**src/adc_cfg_pkg.sv**
```systemverilog
package adc_cfg_pkg;

    // ****************************************
    // register offsets
    // ****************************************
    localparam logic [7:0] addr_speed_grade_id = 8'h02;
    localparam logic [7:0] addr_channel_select = 8'h05;
    localparam logic [7:0] addr_power_mode_control = 8'h08;
    localparam logic [7:0] addr_clock_conditioning = 8'h09;
    localparam logic [7:0] addr_lock_indicator = 8'h0a;
    localparam logic [7:0] addr_sample_clock_divider = 8'h0b;
    localparam logic [7:0] addr_shadow_update = 8'hff;
    localparam logic [7:0] shadow_first = 8'h08;
    localparam logic [7:0] shadow_last = 8'h79;
    localparam logic [7:0] transfer_cmd = 8'h01;

    // ****************************************
    // field positions
    // ****************************************
    localparam int speed_grade_lsb = 4;
    localparam int pin_function_bit = 5;
    localparam int power_mode_lsb = 0;
    localparam int duty_cycle_correction_bit = 0;
    localparam int lock_bit = 7;
    localparam int div_phase_lsb = 3;
    localparam int div_ratio_lsb = 0;
    localparam int transfer_bit = 0;
    localparam int num_channels = 2;

    // ****************************************
    // reset values
    // ****************************************
    localparam logic [1:0] channel_select_rst = 2'h3;
    localparam logic [2:0] div_code_rst = 3'h0;
    localparam logic duty_cycle_correction_rst = 1'b1;
    localparam logic [7:0] unmapped_read = 8'h00;

    // ****************************************
    // types
    // ****************************************
    typedef enum logic [1:0] {
        pwr_normal = 2'b00,
        pwr_full_down = 2'b01,
        pwr_standby = 2'b10,
        pwr_reserved = 2'b11
    } power_state_type;

    typedef struct packed {
        logic wr;
        logic rd;
        logic [7:0] addr;
        logic [7:0] wdata;
    } cfg_req_type;

    typedef struct packed {
        logic pin_standby;
        power_state_type mode;
    } power_cfg_type;

    typedef struct packed {
        logic duty_cycle_correction;
        logic [2:0] phase;
        logic [2:0] ratio;
    } clock_cfg_type;

    localparam power_cfg_type power_cfg_rst = '{pin_standby: 1'b0, mode: pwr_normal};
    localparam clock_cfg_type clock_cfg_rst = '{duty_cycle_correction: duty_cycle_correction_rst,
                                               phase: div_code_rst, ratio: div_code_rst};

endpackage

```
**src/sample_clock_divider_unit.sv**
```systemverilog
`timescale 1ns/100ps
`default_nettype none

module sample_clock_divider_unit
    import adc_cfg_pkg::*;
(
    input wire logic clk,
    input wire logic reset_n,
    input wire logic [2:0] ratio,
    input wire logic [2:0] phase,
    output logic sample_en_ff
);

    logic [2:0] count_ff;
    logic [2:0] nxt_count;
    logic [7:0] delay_ff;
    logic [7:0] nxt_delay;
    logic nxt_sample_en;

    // ****************************************
    // divide and phase delay
    // ****************************************
    always_comb begin
        if (count_ff >= ratio) begin
            nxt_count = 3'h0;
        end else begin
            nxt_count = count_ff + 3'h1;
        end
        nxt_delay = {delay_ff[6:0], (count_ff == 3'h0)};
        nxt_sample_en = nxt_delay[phase];
    end

    always_ff @(posedge clk) begin
        if (!reset_n) begin
            count_ff <= 3'h0;
            delay_ff <= 8'h00;
            sample_en_ff <= 1'b0;
        end else begin
            count_ff <= nxt_count;
            delay_ff <= nxt_delay;
            sample_en_ff <= nxt_sample_en;
        end
    end

endmodule

`default_nettype wire

```
**src/adc_config_clock_registers.sv**
```systemverilog
`timescale 1ns/100ps
`default_nettype none

module adc_config_clock_registers
    import adc_cfg_pkg::*;
(
    input wire logic clk,
    input wire logic reset_n,
    input wire cfg_req_type cfg_req,
    output logic [7:0] rdata_ff,
    input wire logic [1:0] speed_grade_strap,
    input wire logic pll_locked,
    input wire logic power_down_pin,
    output power_state_type power_state_a_ff,
    output power_state_type power_state_b_ff,
    output logic duty_cycle_correction_on_ff,
    output logic sample_en
);

    // ****************************************
    // helpers
    // ****************************************
    // pin asserted picks full down or standby
    function automatic power_state_type eff_power(input logic pin, input power_cfg_type cfg);
        power_state_type res;
        if (pin) begin
            res = cfg.pin_standby ? pwr_standby : pwr_full_down;
        end else if (cfg.mode == pwr_reserved) begin
            res = pwr_normal;
        end else begin
            res = cfg.mode;
        end
        return res;
    endfunction

    function automatic logic [7:0] pack_power(input power_cfg_type cfg);
        logic [7:0] res;
        res = 8'h00;
        res[pin_function_bit] = cfg.pin_standby;
        res[power_mode_lsb +: 2] = cfg.mode;
        return res;
    endfunction

    // ****************************************
    // state
    // ****************************************
    logic [1:0] speed_grade_ff;
    logic [1:0] channel_select_ff;
    logic [1:0] nxt_channel_select;
    logic transfer_ff;
    logic nxt_transfer;
    power_cfg_type power_shadow_ff [num_channels];
    power_cfg_type nxt_power_shadow [num_channels];
    power_cfg_type power_active_ff [num_channels];
    power_cfg_type nxt_power_active [num_channels];
    clock_cfg_type clock_shadow_ff;
    clock_cfg_type nxt_clock_shadow;
    clock_cfg_type clock_active_ff;
    clock_cfg_type nxt_clock_active;
    logic [7:0] nxt_rdata;
    power_state_type nxt_power_state_a;
    power_state_type nxt_power_state_b;
    logic nxt_duty_cycle_correction_on;
    power_cfg_type read_power;

    // ****************************************
    // register writes and transfer
    // ****************************************
    always_comb begin
        nxt_channel_select = channel_select_ff;
        nxt_clock_shadow = clock_shadow_ff;
        nxt_clock_active = clock_active_ff;
        nxt_transfer = 1'b0;
        for (int i = 0; i < num_channels; i++) begin
            nxt_power_shadow[i] = power_shadow_ff[i];
            nxt_power_active[i] = power_active_ff[i];
        end
        // commit all shadows together, transfer clears itself
        if (transfer_ff) begin
            nxt_clock_active = clock_shadow_ff;
            for (int i = 0; i < num_channels; i++) begin
                nxt_power_active[i] = power_shadow_ff[i];
            end
        end
        if (cfg_req.wr) begin
            case (cfg_req.addr)
                addr_channel_select: begin
                    nxt_channel_select = cfg_req.wdata[1:0];
                end
                addr_shadow_update: begin
                    // only the command value starts a transfer
                    nxt_transfer = (cfg_req.wdata == transfer_cmd);
                end
                addr_power_mode_control: begin
                    // every selected channel takes the write
                    for (int i = 0; i < num_channels; i++) begin
                        if (channel_select_ff[i]) begin
                            nxt_power_shadow[i].pin_standby = cfg_req.wdata[pin_function_bit];
                            nxt_power_shadow[i].mode = power_state_type'(cfg_req.wdata[power_mode_lsb +: 2]);
                        end
                    end
                end
                addr_clock_conditioning: begin
                    nxt_clock_shadow.duty_cycle_correction = cfg_req.wdata[duty_cycle_correction_bit];
                end
                addr_sample_clock_divider: begin
                    nxt_clock_shadow.phase = cfg_req.wdata[div_phase_lsb +: 3];
                    nxt_clock_shadow.ratio = cfg_req.wdata[div_ratio_lsb +: 3];
                end
                default: begin
                end
            endcase
        end
    end

    // ****************************************
    // register reads
    // ****************************************
    always_comb begin
        // channel A wins when both are selected
        read_power = channel_select_ff[0] ? power_shadow_ff[0] : power_shadow_ff[1];
        nxt_rdata = rdata_ff;
        if (cfg_req.rd) begin
            nxt_rdata = unmapped_read;
            case (cfg_req.addr)
                addr_speed_grade_id: begin
                    nxt_rdata[speed_grade_lsb +: 2] = speed_grade_ff;
                end
                addr_channel_select: begin
                    nxt_rdata[1:0] = channel_select_ff;
                end
                addr_power_mode_control: begin
                    nxt_rdata = pack_power(read_power);
                end
                addr_clock_conditioning: begin
                    nxt_rdata[duty_cycle_correction_bit] = clock_shadow_ff.duty_cycle_correction;
                end
                addr_lock_indicator: begin
                    nxt_rdata[lock_bit] = pll_locked;
                end
                addr_sample_clock_divider: begin
                    nxt_rdata[div_phase_lsb +: 3] = clock_shadow_ff.phase;
                    nxt_rdata[div_ratio_lsb +: 3] = clock_shadow_ff.ratio;
                end
                addr_shadow_update: begin
                    nxt_rdata[transfer_bit] = transfer_ff;
                end
                default: begin
                    nxt_rdata = unmapped_read;
                end
            endcase
        end
    end

    // ****************************************
    // operating outputs
    // ****************************************
    always_comb begin
        nxt_power_state_a = eff_power(power_down_pin, power_active_ff[0]);
        nxt_power_state_b = eff_power(power_down_pin, power_active_ff[1]);
        nxt_duty_cycle_correction_on = clock_active_ff.duty_cycle_correction ||
                                       (clock_active_ff.ratio != div_code_rst);
    end

    always_ff @(posedge clk) begin
        if (!reset_n) begin
            speed_grade_ff <= 2'h0;
            channel_select_ff <= channel_select_rst;
            transfer_ff <= 1'b0;
            clock_shadow_ff <= clock_cfg_rst;
            clock_active_ff <= clock_cfg_rst;
            for (int i = 0; i < num_channels; i++) begin
                power_shadow_ff[i] <= power_cfg_rst;
                power_active_ff[i] <= power_cfg_rst;
            end
            rdata_ff <= 8'h00;
            power_state_a_ff <= pwr_normal;
            power_state_b_ff <= pwr_normal;
            duty_cycle_correction_on_ff <= duty_cycle_correction_rst;
        end else begin
            speed_grade_ff <= speed_grade_strap;
            channel_select_ff <= nxt_channel_select;
            transfer_ff <= nxt_transfer;
            clock_shadow_ff <= nxt_clock_shadow;
            clock_active_ff <= nxt_clock_active;
            for (int i = 0; i < num_channels; i++) begin
                power_shadow_ff[i] <= nxt_power_shadow[i];
                power_active_ff[i] <= nxt_power_active[i];
            end
            rdata_ff <= nxt_rdata;
            power_state_a_ff <= nxt_power_state_a;
            power_state_b_ff <= nxt_power_state_b;
            duty_cycle_correction_on_ff <= nxt_duty_cycle_correction_on;
        end
    end

    // ****************************************
    // sample clock divider
    // ****************************************
    // committed ratio drives the divider
    // committed phase drives the delay tap
    sample_clock_divider_unit u_divider (
        .clk(clk),
        .reset_n(reset_n),
        .ratio(clock_active_ff.ratio),
        .phase(clock_active_ff.phase),
        .sample_en_ff(sample_en)
    );

endmodule

`default_nettype wire

```
**config.mk**
```make
export PLATFORM = sky130hd
export DESIGN_NAME = adc_config_clock_registers
export DESIGN_NICKNAME = d
export VERILOG_FILES = /design/src/adc_cfg_pkg.sv /design/src/sample_clock_divider_unit.sv /design/src/adc_config_clock_registers.sv
export SDC_FILE = /design/constraint.sdc
export NUM_CORES = 1
export LEC_CHECK = 0
export CORE_ASPECT_RATIO = 1.2
export CORE_UTILIZATION = 38
export DETAILED_ROUTE_END_ITERATION = 10
export DONT_BUFFER_PORTS = 1
export PLACE_DENSITY = 0.66
export SLEW_MARGIN = 30
export SYNTH_ARGS = -nofsm -noshare
export SYNTH_HDL_FRONTEND = slang
export SYNTH_SLANG_ARGS = --single-unit
```
**constraint.sdc**
```tcl
create_clock -name clk -period 1.25 [get_ports clk]
set_input_delay 0.0625 -clock clk [delete_from_list [all_inputs] [get_ports clk]]
set_output_delay 0.0625 -clock clk [all_outputs]
set_load 0.01 [all_outputs]
```
==> results.md <==
- In the finished design, the share of the clock period the worst path needs comes to 1.06.
- The final number of hold-violating endpoints is between 40 and 50.
- In the global route stage, overall resource usage came out at 0.162.
- The clock tree skew after final layout is roughly 0.0095 ns.
- The clock edge transition at the registers on the reported setup and hold paths is around 0.1 ns.
- The worst hold-check path type is in -> reg.
- The number of global-route vias before repair came to 1619.
- The area added between synthesis and finish is 18.8%.
- The first detailed-routing pass took 4 iterations.
- The final layout net count is 290.
- Measured against its own limit, the worst slew margin works out to 0.668.
- The max-capacitance violation count is 0.
- The die covers 6440 µm².
- Dividing the synthesized area by the synthesized cell count gives 9.65 µm².
- The library cell used most frequently in the layout, excluding fill and tap cells, is sky130_fd_sc_hd__dfxtp_1.
- After synthesis, the cell types taking the most area are sky130_fd_sc_hd__dfxtp_1 46%, sky130_fd_sc_hd__mux2i_1 6.9%, sky130_fd_sc_hd__nor2b_1 5.1%, sky130_fd_sc_hd__nand3_1 3.2%, sky130_fd_sc_hd__nand2_1 3.1%.
- In this run, post-CTS hold repair placed 19 buffers.
- The core box area is 5780 µm².
- The maximum frequency from static timing analysis is 754 MHz.
- The detailed router's first-iteration violation count is around 110.
- The tightest hold path in the finished design has a slack of -0.183 ns.
- The number of placed instances, taps included, is approximately 320.
- The post-synthesis sequential area ratio is 0.465.
- Dividing the detail-routed wire length by the instance count gives about 14 µm.
- The mux share of post-synthesis cell area is 0.103.
- The transition time of the tightest slew-check pin is about 0.49 ns.
- In the final layout, the share of cells above drive strength 1 is 0.126.
- The synthesis-stage register bit count is between 50 and 60.
- The detailed-route vias per instance is 5.07.
- The maximum level of the CTS H-tree is 2.
- The flow ran to the end, but the final reports show violations.
- The checks that failed: negative hold slack, negative setup slack.
- For this configuration, the core starts out at a cell density of 0.402.
- The number of port buffers is 0.
- The number of nets still failing antenna checks after routing is 0.
- The routability congestion estimate from global placement is around 0.81.
- The clock sink count is 54.
- The area fraction of the dominant cell type after synthesis is 0.465.
- The aggregate routed wire length is just under 5000 µm.
- The global-route wire length before repair is between 7000 and 8000 µm.
- The final critical delay including setup and external delays is between 1 and 1.5 ns.
- The number of slew-limit violations in the final report came to 0.
- Of the total synthesized cell area, the portion taken by XOR and XNOR cells is 0.00753.
- Summed over all cells, the static leakage comes to 0.000990 µW.
- In this run the post-CTS setup repair buffer count came out at 0.
- The dominant combinational cell family by area after synthesis is simple AND/OR/NAND/NOR gates.
- Power spread over the standard cell area amounts to roughly 1100 nW/µm².
- Excluding fillers, the count of instances in the completed layout stands at 343.
- Of the total synthesized cell area, the portion taken by full adders, half adders and majority gates is 0.0269.
- The post-synthesis compound-gate area fraction came to 0.0914.
- STA classifies the critical path startpoint as a register.
- After floorplanning, the core was divided into 30 placement rows.
- The data required time of the worst path is ~1.5 ns.
- Setup violations remaining at the end of the flow were counted as 1.
- The maximum number of buffers from clock root to sink is 2.
- Summed over all layers, the global routing overflow is 0.
- Synthesis produced 241 cells.
- In this run the worst path has a maximum fanout of 2.
- TritonCTS built the clock tree.
- In this run, synthesis inferred 0 flip-flops with an integrated enable.
- STA classifies the critical path endpoint as a register.
- The proportion of register bits with asynchronous set or reset after synthesis is 0.
- The simple-gate portion of the synthesized area is 0.260.
- The worst slack after detailed placement is -0.0874 ns.
- At the worst endpoint, the arrival time is ~1.5 ns.
- Setup repair after global routing could not meet its margin everywhere.
- The top-level I/O count is 38.
- Entering global routing, the biggest net connects 61 pins.
- The total power consumption of the routed design is ~3000 µW.
- For this block, the via count after detailed routing is around 1.7k.
- After synthesis the cells add up to about 2300 µm².
- The largest area contributor in the synthesized netlist is sky130_fd_sc_hd__dfxtp_1.
- The count of distinct cell types in the synthesized netlist is 41.
- The most common flop cell mapped by yosys is sky130_fd_sc_hd__dfxtp_1.
- The TritonCTS buffer count is 5.
- The number of warnings printed during yosys synthesis is 0.
- The master cell of the clock root buffer is sky130_fd_sc_hd__clkbuf_8.
- The number of nets handed over by synthesis was 270.
- The insertion delay to the later sink of the worst-skew pair is around 0.31 ns.
- The floorplan step set the die height to 87.7 µm.
- In the layout the commonest cells are 51 x sky130_fd_sc_hd__dfxtp_1, 19 x sky130_fd_sc_hd__nand2_1, 19 x sky130_fd_sc_hd__dlygate4sd3_1, 18 x sky130_fd_sc_hd__nor2b_1, 16 x sky130_fd_sc_hd__mux2i_1.
- VDD sags by at most 525 µV.
- The floorplan die width is 73.4 µm.
- Detailed placement finished with a half-perimeter wire length of approximately 3400 µm.
- Once routing completed, OpenROAD measured the worst setup slack at -0.0764 ns.
- After detailed routing, the number of remaining DRC violations is 0.
- The initial antenna violation count is 1.
- The type of the worst setup path is reg -> reg.
[critical path: stages (launching register included)]
cell and delay (ns):
sky130_fd_sc_hd__dfxtp_2 0.34, sky130_fd_sc_hd__inv_2 0.05, sky130_fd_sc_hd__ha_4 0.14, sky130_fd_sc_hd__nor2b_4 0.11
sky130_fd_sc_hd__mux4_2 0.44, sky130_fd_sc_hd__nand3b_1 0.09, sky130_fd_sc_hd__nand2_1 0.05
[synthesized netlist by cell type, types with 6 or more instances]
| master | number |
|---|---|
| sky130_fd_sc_hd__nand2_1 | 19 |
| sky130_fd_sc_hd__mux2i_1 | 16 |
| sky130_fd_sc_hd__dfxtp_1 | 54 |
| sky130_fd_sc_hd__nor3b_1 | 8 |
| sky130_fd_sc_hd__nor2b_1 | 19 |
| sky130_fd_sc_hd__a21oi_1 | 6 |
| sky130_fd_sc_hd__nand4_1 | 8 |
| sky130_fd_sc_hd__o21ai_1 | 14 |
| sky130_fd_sc_hd__inv_1 | 8 |
| sky130_fd_sc_hd__nand3_1 | 15 |
| sky130_fd_sc_hd__and2_1 | 11 |
| sky130_fd_sc_hd__clkbuf_1 | 6 |
[worst paths after layout]
kind / startpoint / to / slack, ns / cells past startpoint
max reg2reg: u_divider.count_ff[0] / u_divider.sample_en_ff / -0.08 / 6
min reg2reg: clock_active_ff[6] / duty_cycle_correction_on_ff / 0.46 / 2
max: u_divider.count_ff[0] / u_divider.sample_en_ff / -0.08 / 6
min: reset_n / channel_select_ff[0] / -0.18 / 1
[report_power, final]
| part | internal [µW] | leakage [µW] | switching, µW |
|---|---|---|---|
| clock network | 600 | 0.0000525 | 549 |
| registers | 1730 | 0.000438 | 8.88 |
| logic | 80.4 | 0.000499 | 46.0 |
[metal layers]
layer | vias to the layer above | wire [µm] | GRT usage
li1 | 888 | - | -
met1 | 807 | 2280 | 0.216
met2 | 37 | 2330 | 0.257
met3 | 6 | 270 | 0.0426
met4 | 0 | 67 | 0.0524
met5 | - | 0 | 0
[repair_timing]
item	in CTS	in global routing
endpoints found under the setup margin	5	5
pin swaps	2	2
gates resized for setup	5	5
endpoints found under the hold margin	51	42
[sequential cells by signal, summed over array words and instances (netlist names), 2 cells and up]
| name | flops |
|---|---|
| clock_active_ff | 7 |
| clock_shadow_ff | 7 |
| rdata_ff | 7 |
| u_divider.delay_ff | 7 |
| power_active_ff | 6 |
| power_shadow_ff | 6 |
| u_divider.count_ff | 3 |
| channel_select_ff | 2 |
| power_state_a_ff | 2 |
| power_state_b_ff | 2 |
| speed_grade_ff | 2 |
[metrics by stage]
step           hold WS [ns]  instance area, µm²  setup TNS [ns]  utilization
3_5_place_dp          0.132                2420          -0.236        0.419
5_1_grt              -0.196                2760          -0.216        0.478
2_1_floorplan         0.188                2330         -0.0548            -
6_report             -0.183                2760         -0.0764        0.478
3_3_place_gp          0.131                2420         -0.0624        0.419
4_1_cts              -0.193                2740         -0.0775        0.474
[cell families after synthesis]
group                      after synthesis
and+or+nand+nor                        100
DFF                                     54
AOI/OAI and AO/OA                       35
buffers and inverters                   23
muxes                                   21
adders and majority gates                5
xor gates and xnor gates                 2
other                                    1
[area by class of cell]
class | instances | area, µm²
clock buffer | 7 | 76.3
clock inverter | 1 | 30.0
fill | 565 | 3020
timing repair buffer | 28 | 262
sequential | 54 | 1090
antenna | 1 | 2.50
inverter | 8 | 30.0
tap | 80 | 100
multi-input combinational | 164 | 1180
Power figures use the tool's default switching activity.
